File: src/core/gauge_tuning_defines.vh
// Constants for the fuel gauge tuning control block
`ifndef GAUGE_TUNING_DEFINES_VH
`define GAUGE_TUNING_DEFINES_VH
// ---------------------------------------------------------------
// Register map (printed offsets are indices, byte address = 4 x index)
// ---------------------------------------------------------------
`define IDX_DEBOUNCE_CAL_END 8'hea
`define IDX_HYST_RESIST 8'heb
`define ADDR_W 10
`define REG_RESET 8'h00
// ---------------------------------------------------------------
// Field positions
// ---------------------------------------------------------------
`define F_OCV_DEB_HI 7
`define F_OCV_DEB_LO 6
`define F_CC_DEB_HI 5
`define F_CC_DEB_LO 4
`define F_CAL_START 3
`define F_CAL_END0 2
`define F_CAL_END1 1
`define F_CAL_END2 0
`define F_NO_DECREASE 7
`define F_HYST_HI 6
`define F_HYST_LO 4
`define F_RES_CURR 3
`define F_RES_THR_HI 2
`define F_RES_THR_LO 0
// ---------------------------------------------------------------
// Thresholds
// ---------------------------------------------------------------
`define START_OFFS_LOW 7'h03
`define START_OFFS_HIGH 7'h06
`define END_PCT_LOW 7'h5f
`define END_PCT_FULL 7'h64
`define CURR_MIN_LOW_MA 12'h096
`define CURR_MIN_HIGH_MA 12'h12c
`define WAIT_SHORT_MS 68
`define WAIT_LONG_MS 120
`define CLK_HZ 200000000
`define CYC_PER_MS (`CLK_HZ / 1000)
`endif

File: src/core/fuel_gauge_tuning_control.v
// Fuel gauge tuning registers and the gauge decisions they steer
//
// Summary of operation
// Voltage percentage moves only after more than N same-direction changes, N=4,8,1,2 by code.
// Counter percentage is debounced alike with its own two-bit field.
// Calibration starts when voltage percentage is below warning level plus 3, or plus 6.
// First end condition is voltage percentage at least 95, or exactly 100 when set.
// Second end bit chooses waiting for charge finished or not.
// After charging status clears, wait 68 ms or 120 ms for the finished indication.
// While charging, indicated percentage may drop unless the no-decrease bit is set.
// While charging, drops pass only beyond a hysteresis of 4..7 or 0..3 percent.
// Resistance calculation needs current of at least 300 mA, or 150 mA when set.
// Resistance calibration fires when voltage percentage delta exceeds N percent.
// Both registers are read-write and reset to zero.
// Shutdown warning level is a 4-bit 0..15 percent input.
// A direction reversal restarts a debounce run from the start.
`timescale 1ns/1ps
`include "gauge_tuning_defines.vh"
module fuel_gauge_tuning_control #(
   parameter WAIT_SHORT_CYC = `WAIT_SHORT_MS * `CYC_PER_MS,
   parameter WAIT_LONG_CYC = `WAIT_LONG_MS * `CYC_PER_MS
) (
   input wire clk_sys,
   input wire rst,
   input wire [`ADDR_W-1:0] avs_address,
   input wire avs_read,
   input wire avs_write,
   input wire [31:0] avs_writedata,
   input wire [3:0] avs_byteenable,
   output reg [31:0] avs_readdata,
   output wire avs_waitrequest,
   input wire charging_status_bit,
   input wire charge_done,
   input wire [3:0] shutdown_warning_level,
   input wire sample_valid,
   input wire [6:0] ocv_pct_raw,
   input wire [6:0] cc_pct_raw,
   input wire [6:0] indicated_pct_raw,
   input wire [11:0] battery_current_ma,
   input wire [6:0] voltage_percentage_delta,
   output wire [6:0] ocv_pct,
   output wire [6:0] cc_pct,
   output reg [6:0] indicated_pct,
   output reg cal_start,
   output reg cal_end,
   output reg battery_internal_resistance_calc_en,
   output reg battery_internal_resistance_cal_trig
);
   // --------------------------------------------------------------
   // Input synchronisers
   // --------------------------------------------------------------
   reg chg_s1_reg;
   reg chg_s2_reg;
   reg done_s1_reg;
   reg done_s2_reg;
   reg chg_d_reg;
   always @(posedge clk_sys or posedge rst) begin
      if (rst) begin
         chg_s1_reg <= 1'b0;
         chg_s2_reg <= 1'b0;
         done_s1_reg <= 1'b0;
         done_s2_reg <= 1'b0;
         chg_d_reg <= 1'b0;
      end else begin
         chg_s1_reg <= charging_status_bit;
         chg_s2_reg <= chg_s1_reg;
         done_s1_reg <= charge_done;
         done_s2_reg <= done_s1_reg;
         chg_d_reg <= chg_s2_reg;
      end
   end
   // --------------------------------------------------------------
   // Register file
   // --------------------------------------------------------------
   reg [7:0] deb_cal_reg;
   reg [7:0] hyst_res_reg;
   reg rd_pend_reg;
   wire [`ADDR_W-3:0] idx;
   wire hit_a;
   wire hit_b;
   assign idx = avs_address[`ADDR_W-1:2];
   assign hit_a = (idx == `IDX_DEBOUNCE_CAL_END);
   assign hit_b = (idx == `IDX_HYST_RESIST);
   // Reads take one wait cycle; writes complete at once
   assign avs_waitrequest = avs_read & ~rd_pend_reg;
   always @(posedge clk_sys or posedge rst) begin
      if (rst) begin
         // zero on reset
         deb_cal_reg <= `REG_RESET;
         hyst_res_reg <= `REG_RESET;
         rd_pend_reg <= 1'b0;
         avs_readdata <= 32'h0000_0000;
      end else begin
         rd_pend_reg <= avs_read & ~rd_pend_reg;
         // software write
         if (avs_write && avs_byteenable[0]) begin
            if (hit_a) begin
               deb_cal_reg <= avs_writedata[7:0];
            end
            if (hit_b) begin
               hyst_res_reg <= avs_writedata[7:0];
            end
         end
         // software read
         if (avs_read && !rd_pend_reg) begin
            if (hit_a) begin
               avs_readdata <= {24'h00_0000, deb_cal_reg};
            end else if (hit_b) begin
               avs_readdata <= {24'h00_0000, hyst_res_reg};
            end else begin
               avs_readdata <= 32'h0000_0000;
            end
         end
      end
   end
   // --------------------------------------------------------------
   // Percentage debounce
   // --------------------------------------------------------------
   // voltage percentage debounce
   pct_debounce #(.PW(7)) u_ocv_deb (
      .clk_sys(clk_sys),
      .rst(rst),
      .sel(deb_cal_reg[`F_OCV_DEB_HI:`F_OCV_DEB_LO]),
      .sample_valid(sample_valid),
      .sample(ocv_pct_raw),
      .pct_reg(ocv_pct)
   );
   // counter percentage debounce
   pct_debounce #(.PW(7)) u_cc_deb (
      .clk_sys(clk_sys),
      .rst(rst),
      .sel(deb_cal_reg[`F_CC_DEB_HI:`F_CC_DEB_LO]),
      .sample_valid(sample_valid),
      .sample(cc_pct_raw),
      .pct_reg(cc_pct)
   );
   // --------------------------------------------------------------
   // Calibration start and end
   // --------------------------------------------------------------
   wire [6:0] start_thr;
   wire end_pct_ok;
   reg [31:0] wait_cnt_reg;
   reg waiting_reg;
   reg wait_over_reg;
   // warning level in percent
   // start threshold
   assign start_thr = {3'b000, shutdown_warning_level} +
      (deb_cal_reg[`F_CAL_START] ? `START_OFFS_HIGH : `START_OFFS_LOW);
   // first end condition
   assign end_pct_ok = deb_cal_reg[`F_CAL_END0] ? (ocv_pct == `END_PCT_FULL) :
      (ocv_pct >= `END_PCT_LOW);
   // wait window after charging status clears
   always @(posedge clk_sys or posedge rst) begin
      if (rst) begin
         wait_cnt_reg <= 32'h0000_0000;
         waiting_reg <= 1'b0;
         wait_over_reg <= 1'b0;
      end else if (chg_s2_reg) begin
         waiting_reg <= 1'b0;
         wait_over_reg <= 1'b0;
      end else if (chg_d_reg) begin
         waiting_reg <= 1'b1;
         wait_cnt_reg <= deb_cal_reg[`F_CAL_END2] ? WAIT_LONG_CYC[31:0] :
            WAIT_SHORT_CYC[31:0];
      end else if (waiting_reg) begin
         if (done_s2_reg) begin
            waiting_reg <= 1'b0;
            wait_over_reg <= 1'b1;
         end else if (wait_cnt_reg <= 32'h0000_0001) begin
            // Window closed with no finished indication: calibration may not end
            waiting_reg <= 1'b0;
         end else begin
            wait_cnt_reg <= wait_cnt_reg - 32'h0000_0001;
         end
      end
   end
   always @(posedge clk_sys or posedge rst) begin
      if (rst) begin
         cal_start <= 1'b0;
         cal_end <= 1'b0;
      end else begin
         // start compare
         cal_start <= (ocv_pct < start_thr);
         // wait or not for charge finished
         if (deb_cal_reg[`F_CAL_END1]) begin
            cal_end <= end_pct_ok;
         end else begin
            cal_end <= end_pct_ok & wait_over_reg & done_s2_reg;
         end
      end
   end
   // --------------------------------------------------------------
   // Indicated percentage while charging
   // --------------------------------------------------------------
   reg [6:0] hyst;
   reg [6:0] res_thr;
   always @* begin
      // hysteresis code map
      hyst = {4'h0, ~hyst_res_reg[`F_HYST_HI], hyst_res_reg[`F_HYST_HI-1:`F_HYST_LO]};
      // threshold code map
      res_thr = {4'h0, ~hyst_res_reg[`F_RES_THR_HI], hyst_res_reg[`F_RES_THR_HI-1:`F_RES_THR_LO]};
   end
   always @(posedge clk_sys or posedge rst) begin
      if (rst) begin
         indicated_pct <= 7'h00;
      end else if (sample_valid) begin
         if (!chg_s2_reg || indicated_pct_raw >= indicated_pct) begin
            indicated_pct <= indicated_pct_raw;
         end else if (hyst_res_reg[`F_NO_DECREASE]) begin
            // decrease blocked
            indicated_pct <= indicated_pct;
         end else if (indicated_pct - indicated_pct_raw > hyst) begin
            // decrease beyond hysteresis
            indicated_pct <= indicated_pct_raw;
         end
      end
   end
   // --------------------------------------------------------------
   // Internal resistance conditions
   // --------------------------------------------------------------
   always @(posedge clk_sys or posedge rst) begin
      if (rst) begin
         battery_internal_resistance_calc_en <= 1'b0;
         battery_internal_resistance_cal_trig <= 1'b0;
      end else begin
         // current condition
         battery_internal_resistance_calc_en <= battery_current_ma >=
            (hyst_res_reg[`F_RES_CURR] ? `CURR_MIN_LOW_MA : `CURR_MIN_HIGH_MA);
         // delta trigger
         battery_internal_resistance_cal_trig <= (voltage_percentage_delta > res_thr);
      end
   end
endmodule // fuel_gauge_tuning_control

File: src/core/pct_debounce.v
// Same-direction debounce of one capacity percentage
`timescale 1ns/1ps
module pct_debounce #(
   parameter PW = 7
) (
   input wire clk_sys,
   input wire rst,
   input wire [1:0] sel,
   input wire sample_valid,
   input wire [PW-1:0] sample,
   output reg [PW-1:0] pct_reg
);
   reg [3:0] run_reg;
   reg dir_up_reg;
   reg [3:0] need;
   wire differs;
   wire up;
   assign differs = (sample != pct_reg);
   assign up = (sample > pct_reg);
   // --------------------------------------------------------------
   // Run length required before update
   // --------------------------------------------------------------
   always @* begin
      case (sel)
         2'b00: need = 4'h4;
         2'b01: need = 4'h8;
         2'b10: need = 4'h1;
         default: need = 4'h2;
      endcase
   end
   always @(posedge clk_sys or posedge rst) begin
      if (rst) begin
         pct_reg <= {PW{1'b0}};
         run_reg <= 4'h0;
         dir_up_reg <= 1'b0;
      end else if (sample_valid) begin
         if (!differs) begin
            run_reg <= 4'h0;
         end else if (run_reg != 4'h0 && up != dir_up_reg) begin
            // reversal restarts run
            run_reg <= 4'h1;
            dir_up_reg <= up;
         end else if (run_reg >= need) begin
            // update after more than N
            pct_reg <= sample;
            run_reg <= 4'h0;
         end else begin
            run_reg <= run_reg + 4'h1;
            dir_up_reg <= up;
         end
      end
   end
endmodule // pct_debounce

File: config.mk
export PLATFORM = sky130hd
export DESIGN_NAME = fuel_gauge_tuning_control
export DESIGN_NICKNAME = d
export VERILOG_FILES = /design/src/core/fuel_gauge_tuning_control.v /design/src/core/pct_debounce.v
export VERILOG_INCLUDE_DIRS = /design/src /design/src/core
export SDC_FILE = /design/constraint.sdc
export NUM_CORES = 1
export LEC_CHECK = 0
export BUFFER_PORTS_ARGS = -buffer_cell sky130_fd_sc_hd__buf_4
export CORE_MARGIN = 2
export CORE_UTILIZATION = 42
export CTS_BUF_LIST = sky130_fd_sc_hd__clkbuf_16
export CTS_CLUSTER_SIZE = 10
export DETAILED_ROUTE_END_ITERATION = 7
export GPL_TIMING_DRIVEN = 0
export PLACE_DENSITY = 0.68
export SLEW_MARGIN = 20
export SYNTH_ARGS = -nofsm -noshare
export SYNTH_HDL_FRONTEND = slang
export SYNTH_SLANG_ARGS = --single-unit
File: constraint.sdc
create_clock -name clk_sys -period 3.3 [get_ports clk_sys]
set_input_delay 0.825 -clock clk_sys [delete_from_list [all_inputs] [get_ports clk_sys]]
set_output_delay 0.825 -clock clk_sys [all_outputs]
set_load 0.1 [all_outputs]
Word level (Yosys, flattened, before mapping). Index checks and enable logic that the tools add are counted.

Bits in registers: 123. Output and inout bits: 58. Logic and storage cells: 124.

$add $sub $neg: 5. Order comparisons: 11. Equality and inequality tests: 17. Mux-type cells: 35. Bitwise operators: 9. Reduce and logical (&&, ||, !) cells: 24.

Operators with widths (count): $mux W32 (4); $le A32 B1 Y1 const B (1); $sub A32 B1 Y32 const B (1); $mux W25 (1); $mux W4 (6); $pmux W4 S3 (2); $mux W7 (3); $eq A8 B8 Y1 const B (2); $mux W8 (2); $mux W1 (15); $gt A7 B3 Y1 (2); $gt A7 B7 Y1 (2); $ne A7 B7 Y1 (2); $ge A12 B9 Y1 (1); $reduce_and A3 Y1 (4); $reduce_and A4 Y1 (3); $mux W9 (1); $add A4 B1 Y4 const B (2); $ge A4 B4 Y1 (2); $ne A2 B1 Y1 const B (4); $reduce_bool A2 Y1 (4); $reduce_bool A4 Y1 (2); $eq A7 B7 Y1 const B (1); $ge A7 B7 Y1 (1); other kinds (16) (33).

Depth between registers and ports, before layout.
Depth in word-level cells: 6. Gate-level depth with buffers: 12.

Hierarchy. Synthesis repeated with hierarchy kept, for this count alone.

Cells, all modules: 627. Area, all modules: 6253.5 um2.

Modules (own cells, without submodules): fuel_gauge_tuning_control (instances 1, cells each 449, area an instance 4384.2 um2); pct_debounce (instances 2, cells each 89, area an instance 934.6 um2).

Least setup slack after synthesis. Ideal clock, no wire load.

Path kind: register to register. Start: register indicated_pct[0]. End: register indicated_pct[1]. Library setup time: 0.126 ns. Data arrival time: 3.039 ns. Required time: 3.174 ns. Path slack: 0.135 ns. Cell stages (with the launch flop): 12. Path buffers: 0. Period minus slack after synthesis: 3.165 ns. Cells stage by stage: dfrtp_1 inv_1 ha_1 inv_1 fa_1 ha_1 nand3_1 o21ai_0 o21ai_0 nor2_1 a21oi_2 mux2_2.

Cells in the longest elaborated chain, start to end: 4. Elaborated cells between the ends (all ways): 8. Classes of those cells: add/sub (1); order compare (2); eq/ne (1); mux (1); reduce/logical (3).

RTL lines: start: declaration (line fuel_gauge_tuning_control.v:43) `output reg [6:0] indicated_pct,`; start signal: assignment (line fuel_gauge_tuning_control.v:208) `indicated_pct <= indicated_pct_raw;`; start signal: assignment (line fuel_gauge_tuning_control.v:211) `indicated_pct <= indicated_pct;`; start signal: assignment (line fuel_gauge_tuning_control.v:214) `indicated_pct <= indicated_pct_raw;`; $sub A7 B7 Y7 or $ge A7 B7 Y1 (tied branches) (line fuel_gauge_tuning_control.v:212, fuel_gauge_tuning_control.v:207); $gt A7 B3 Y1 or $logic_or A1 B1 Y1 (tied branches) (line fuel_gauge_tuning_control.v:212, fuel_gauge_tuning_control.v:207); $reduce_bool A2 Y1 (no source line) or $ne A2 B1 Y1 (tied branches); $reduce_and A3 Y1 (no source line).

Several ways; a longest one is shown, not always the timed one. A chain may end at the register's enable or synchronous reset.

Final worst setup path.
Start: input port indicated_pct_raw[0]. End: register indicated_pct[5].

Cells in the longest elaborated chain, start to end: 4. Elaborated cells between the ends (all ways): 8. Classes of those cells: add/sub (1); order compare (2); eq/ne (1); mux (1); reduce/logical (3).

RTL lines: start: declaration (line fuel_gauge_tuning_control.v:38) `input wire [6:0] indicated_pct_raw,`; $sub A7 B7 Y7 or $ge A7 B7 Y1 (tied branches) (line fuel_gauge_tuning_control.v:212, fuel_gauge_tuning_control.v:207); $gt A7 B3 Y1 or $logic_or A1 B1 Y1 (tied branches) (line fuel_gauge_tuning_control.v:212, fuel_gauge_tuning_control.v:207); $reduce_bool A2 Y1 (no source line) or $ne A2 B1 Y1 (tied branches); $reduce_and A3 Y1 (no source line).

Several ways; a longest one is shown, not always the timed one.

==> flow_summary.ini <==
[outcome]
outcome = complete, no violations

[setup_path]
critPathRequiredTime_ps = 3540
regToRegEndpoint = indicated_pct[5]$_DFFE_PP0P_
critPathMaxFanout = 6
crit_path_end = indicated_pct[5]$_DFFE_PP0P_
max_stage_delay_ps = 400
endpoint_class_of_the_critical_path = flip-flop
worstSetupStartpoint = indicated_pct_raw[0]
worstRegToRegCells = 12
critical_path_class = input port to flip-flop
worst_ep_arrival_time_ps = 3210
timing.critical_path.cells = buf_4, ha_1, inv_1, fa_1, xor2_1, ha_1, nand3_1, o21ai_0, o21ai_0, nor2_1, a21oi_2, mux2_2
reg2reg_setup_slack_ps = 370
worst_path_max_delay_cell = sky130_fd_sc_hd__fa_1
worstSetupStartpointType = input port
reg_to_reg_startpoint = indicated_pct[0]$_DFFE_PP0P_

[clock_network]
cts.sink_count = 99
cts_made_buffers = 9
cts-root-to-sink-buffers = 2
ctsResizeCount = 0
cts_max_level = 3
worst_setup_hold_path_clk_slew_ps = 70
tritoncts = yes
postCtsHoldBufs = 0
clock-root-buffer = sky130_fd_sc_hd__clkbuf_16
post_cts_buffers = 0
insertion_delay_ps = 360

[final_layout]
fillers = 1327
post_route_cells_drive_above_1_share = 0.253
number_of_flip_flops_under_the_largest_register_name = 32
num-nets-final = 940
postLayoutCellArea_um2 = 7680
antenna-diode-count = 0
post_layout_nonfiller_instances = 977
area_growth_syn_to_layout_pct = 23.0

[placement]
dpl.cell_count = 961
dpl_cell_area_um2 = 7390
dp_slack_ps = -59.7
place_hpwl_mm = 11.5
gp_congestion = 0.870
io_port_bufs = 101

[timing]
setup_viol_count_final = 0
clock-skew-final_ps = 10.9
worst-slew-pin-transition_ps = 711
drv_slew = 0
setup_repair_after_global_routing_missed_its_margin = no
slew-limit-headroom = 0.523
fin_tns_setup_ps = 0
fin_crit_sh = 0.901
max_clock_freq_mhz = 336
timing.final.hold_violations = 0
timing.final.crit_period_ps = 2970
setup_slack_ps = 325

[global_route]
grt_max_degree = 34
globalRouteTotalUtil = 0.191
antenna_found_initial = 0
grt_first_pass_wirelength_mm = 25.1
grt_pass1_vias = 5289
grt_overflow_total = 0

[logic_synthesis]
sequential_fraction_of_the_synthesis_area = 0.397
postSynthCellCount = 650
syn-cell-area_um2 = 6240
dominantRegCellSynth = sky130_fd_sc_hd__dfrtp_1
count_of_flip_flops_with_a_built_in_enable_after_synthesis = 0
async_flop_share = 1.00
ys_ff_latch = 99
yosys_warnings = 0
syn_area_per_cell_um2 = 9.61
post_synth_num_cell_types = 72

[detailed_routing]
remaining_drc_errors = 0
drt_iter0_markers = 344
postRouteAntennaNets = 0
routed_wirelength_mm = 14.8
wl_per_cell_um = 15.1
num_vias = 5329
drt-pass1-iter-count = 5
route.detailed.vias_per_inst = 5.45

[power]
power_density_of_the_placed_cells_nw_per_um2 = 708
fin_total_pwr_mw = 5.44
leakage_nw = 3.61
peakVddDrop_mv = 0.503

[floorplanning]
io_pins = 155
fp.dieH_um = 126
floorplan.die_area_um2 = 15900
floorplan.core_area_um2 = 14500
initial_core_util = 0.430
die_x_um = 126
rows = 44

[run]
timing.max_cap.violations = 0

[worst_hold_path]
holdCritPathClass = flip-flop to flip-flop
-- final cells by class --
type,count,area (um^2),area share
multi-input cells,480,3400,0.443
well taps,184,230,0.0300
repair buffers,104,818,0.107
clock buffers,9,225,0.0293
clock inverters,7,65.1,0.00847
plain buffers,40,256,0.0334
flip-flops and latches,99,2480,0.322
inverters,54,206,0.0269
-- Yosys cell counts (11+ instances only) --
| library cell | count | area, um^2 |
|---|---|---|
| sky130_fd_sc_hd__dfrtp_1 | 99 | 2480 |
| sky130_fd_sc_hd__ha_1 | 54 | 676 |
| sky130_fd_sc_hd__inv_1 | 53 | 199 |
| sky130_fd_sc_hd__nand2_1 | 48 | 180 |
| sky130_fd_sc_hd__o21ai_0 | 34 | 170 |
| sky130_fd_sc_hd__a21oi_1 | 31 | 155 |
| sky130_fd_sc_hd__mux2_2 | 31 | 349 |
| sky130_fd_sc_hd__nor2_1 | 27 | 101 |
| sky130_fd_sc_hd__buf_4 | 25 | 188 |
| sky130_fd_sc_hd__nand3_1 | 21 | 105 |
| sky130_fd_sc_hd__nor3_1 | 20 | 100 |
| sky130_fd_sc_hd__nor4_1 | 16 | 100 |
| sky130_fd_sc_hd__nand2b_1 | 11 | 68.8 |
| sky130_fd_sc_hd__nor2b_1 | 11 | 68.8 |
-- critical path, delay by kind of cell --
kind	cells	cell delay [ps]
simple gates	2	180
mux	1	380
xor+xnor	1	180
compound gates	3	640
fa+ha+maj	3	860
buf+inv	2	150
-- per-layer routing --
metal | global-route usage | up-vias | share of wire
met5 | 0 | - | 0
met4 | 0.0698 | 0 | 0.018
met3 | 0.0280 | 23 | 0.062
met2 | 0.322 | 174 | 0.48
met1 | 0.251 | 2535 | 0.44
li1 | - | 2597 | -
-- worst min path at each step --
stage | start | to | slack (ps) | depth (start not counted)
6_report | chg_s1_reg$_DFF_PP0_ | chg_s2_reg$_DFF_PP0_ | 350 | 0
5_1_grt | chg_s1_reg$_DFF_PP0_ | chg_s2_reg$_DFF_PP0_ | 350 | 0
4_1_cts | chg_s1_reg$_DFF_PP0_ | chg_s2_reg$_DFF_PP0_ | 350 | 0
3_5_place_dp | chg_s1_reg$_DFF_PP0_ | chg_s2_reg$_DFF_PP0_ | 330 | 0
3_3_place_gp | chg_s1_reg$_DFF_PP0_ | chg_s2_reg$_DFF_PP0_ | 340 | 0
2_1_floorplan | chg_s1_reg$_DFF_PP0_ | chg_s2_reg$_DFF_PP0_ | 330 | 0
-- stage by stage --
step	hold WS (ps)	utilization
2_1_floorplan	331	-
3_3_place_gp	337	0.504
3_5_place_dp	335	0.509
4_1_cts	351	0.529
5_1_grt	354	0.529
6_report	350	0.529
-- cell usage in the layout, fill, tap and decap left out, types with 5 or more instances in the layout --
| cell type | instances |
|---|---|
| sky130_fd_sc_hd__a21oi_1 | 31 |
| sky130_fd_sc_hd__nor4_1 | 16 |
| sky130_fd_sc_hd__inv_1 | 52 |
| sky130_fd_sc_hd__o22ai_1 | 5 |
| sky130_fd_sc_hd__a31oi_1 | 5 |
| sky130_fd_sc_hd__conb_1 | 24 |
| sky130_fd_sc_hd__clkbuf_1 | 10 |
| sky130_fd_sc_hd__clkbuf_16 | 9 |
| sky130_fd_sc_hd__nand3_1 | 21 |
| sky130_fd_sc_hd__buf_4 | 126 |
| sky130_fd_sc_hd__a22oi_1 | 8 |
| sky130_fd_sc_hd__nand2_1 | 48 |
| sky130_fd_sc_hd__xnor2_1 | 6 |
| sky130_fd_sc_hd__ha_1 | 54 |
| sky130_fd_sc_hd__o21ai_0 | 34 |
| sky130_fd_sc_hd__dfrtp_1 | 99 |
| sky130_fd_sc_hd__a211oi_1 | 6 |
| sky130_fd_sc_hd__nor2_1 | 27 |
| sky130_fd_sc_hd__nand2b_1 | 11 |
| sky130_fd_sc_hd__a211o_1 | 6 |
| sky130_fd_sc_hd__mux2_2 | 31 |
| sky130_fd_sc_hd__and3_1 | 5 |
| sky130_fd_sc_hd__nor3b_1 | 5 |
| sky130_fd_sc_hd__nor3_1 | 18 |
| sky130_fd_sc_hd__or2_2 | 5 |
| sky130_fd_sc_hd__o21a_1 | 5 |
| sky130_fd_sc_hd__or3_1 | 6 |
| sky130_fd_sc_hd__nor2b_1 | 11 |
| sky130_fd_sc_hd__o21ai_1 | 7 |
| sky130_fd_sc_hd__or4_1 | 10 |
| sky130_fd_sc_hd__nand4_1 | 6 |
-- where the power goes --
| part | internal (mW) | total (mW) | leakage [nW] | switching (mW) |
|---|---|---|---|---|
| Clock | 0.525 | 1.03 | 0.138 | 0.501 |
| Sequential | 1.48 | 1.78 | 1.21 | 0.303 |
| Combinational | 0.858 | 2.63 | 2.26 | 1.77 |
-- cell families (layout without fill, tap and decap cells) --
kind of cell / Yosys count / after routing / share of synthesized area
xor+xnor: 10 / 10 / 0.0140
simple gates: 208 / 208 / 0.181
buf+inv: 94 / 214 / 0.0735
other cells: 1 / 24 / 0.000601
compound gates: 150 / 150 / 0.163
flops: 99 / 99 / 0.397
fa+ha+maj: 55 / 55 / 0.111
mux: 33 / 33 / 0.0591
Power figures use the tool's default switching activity.
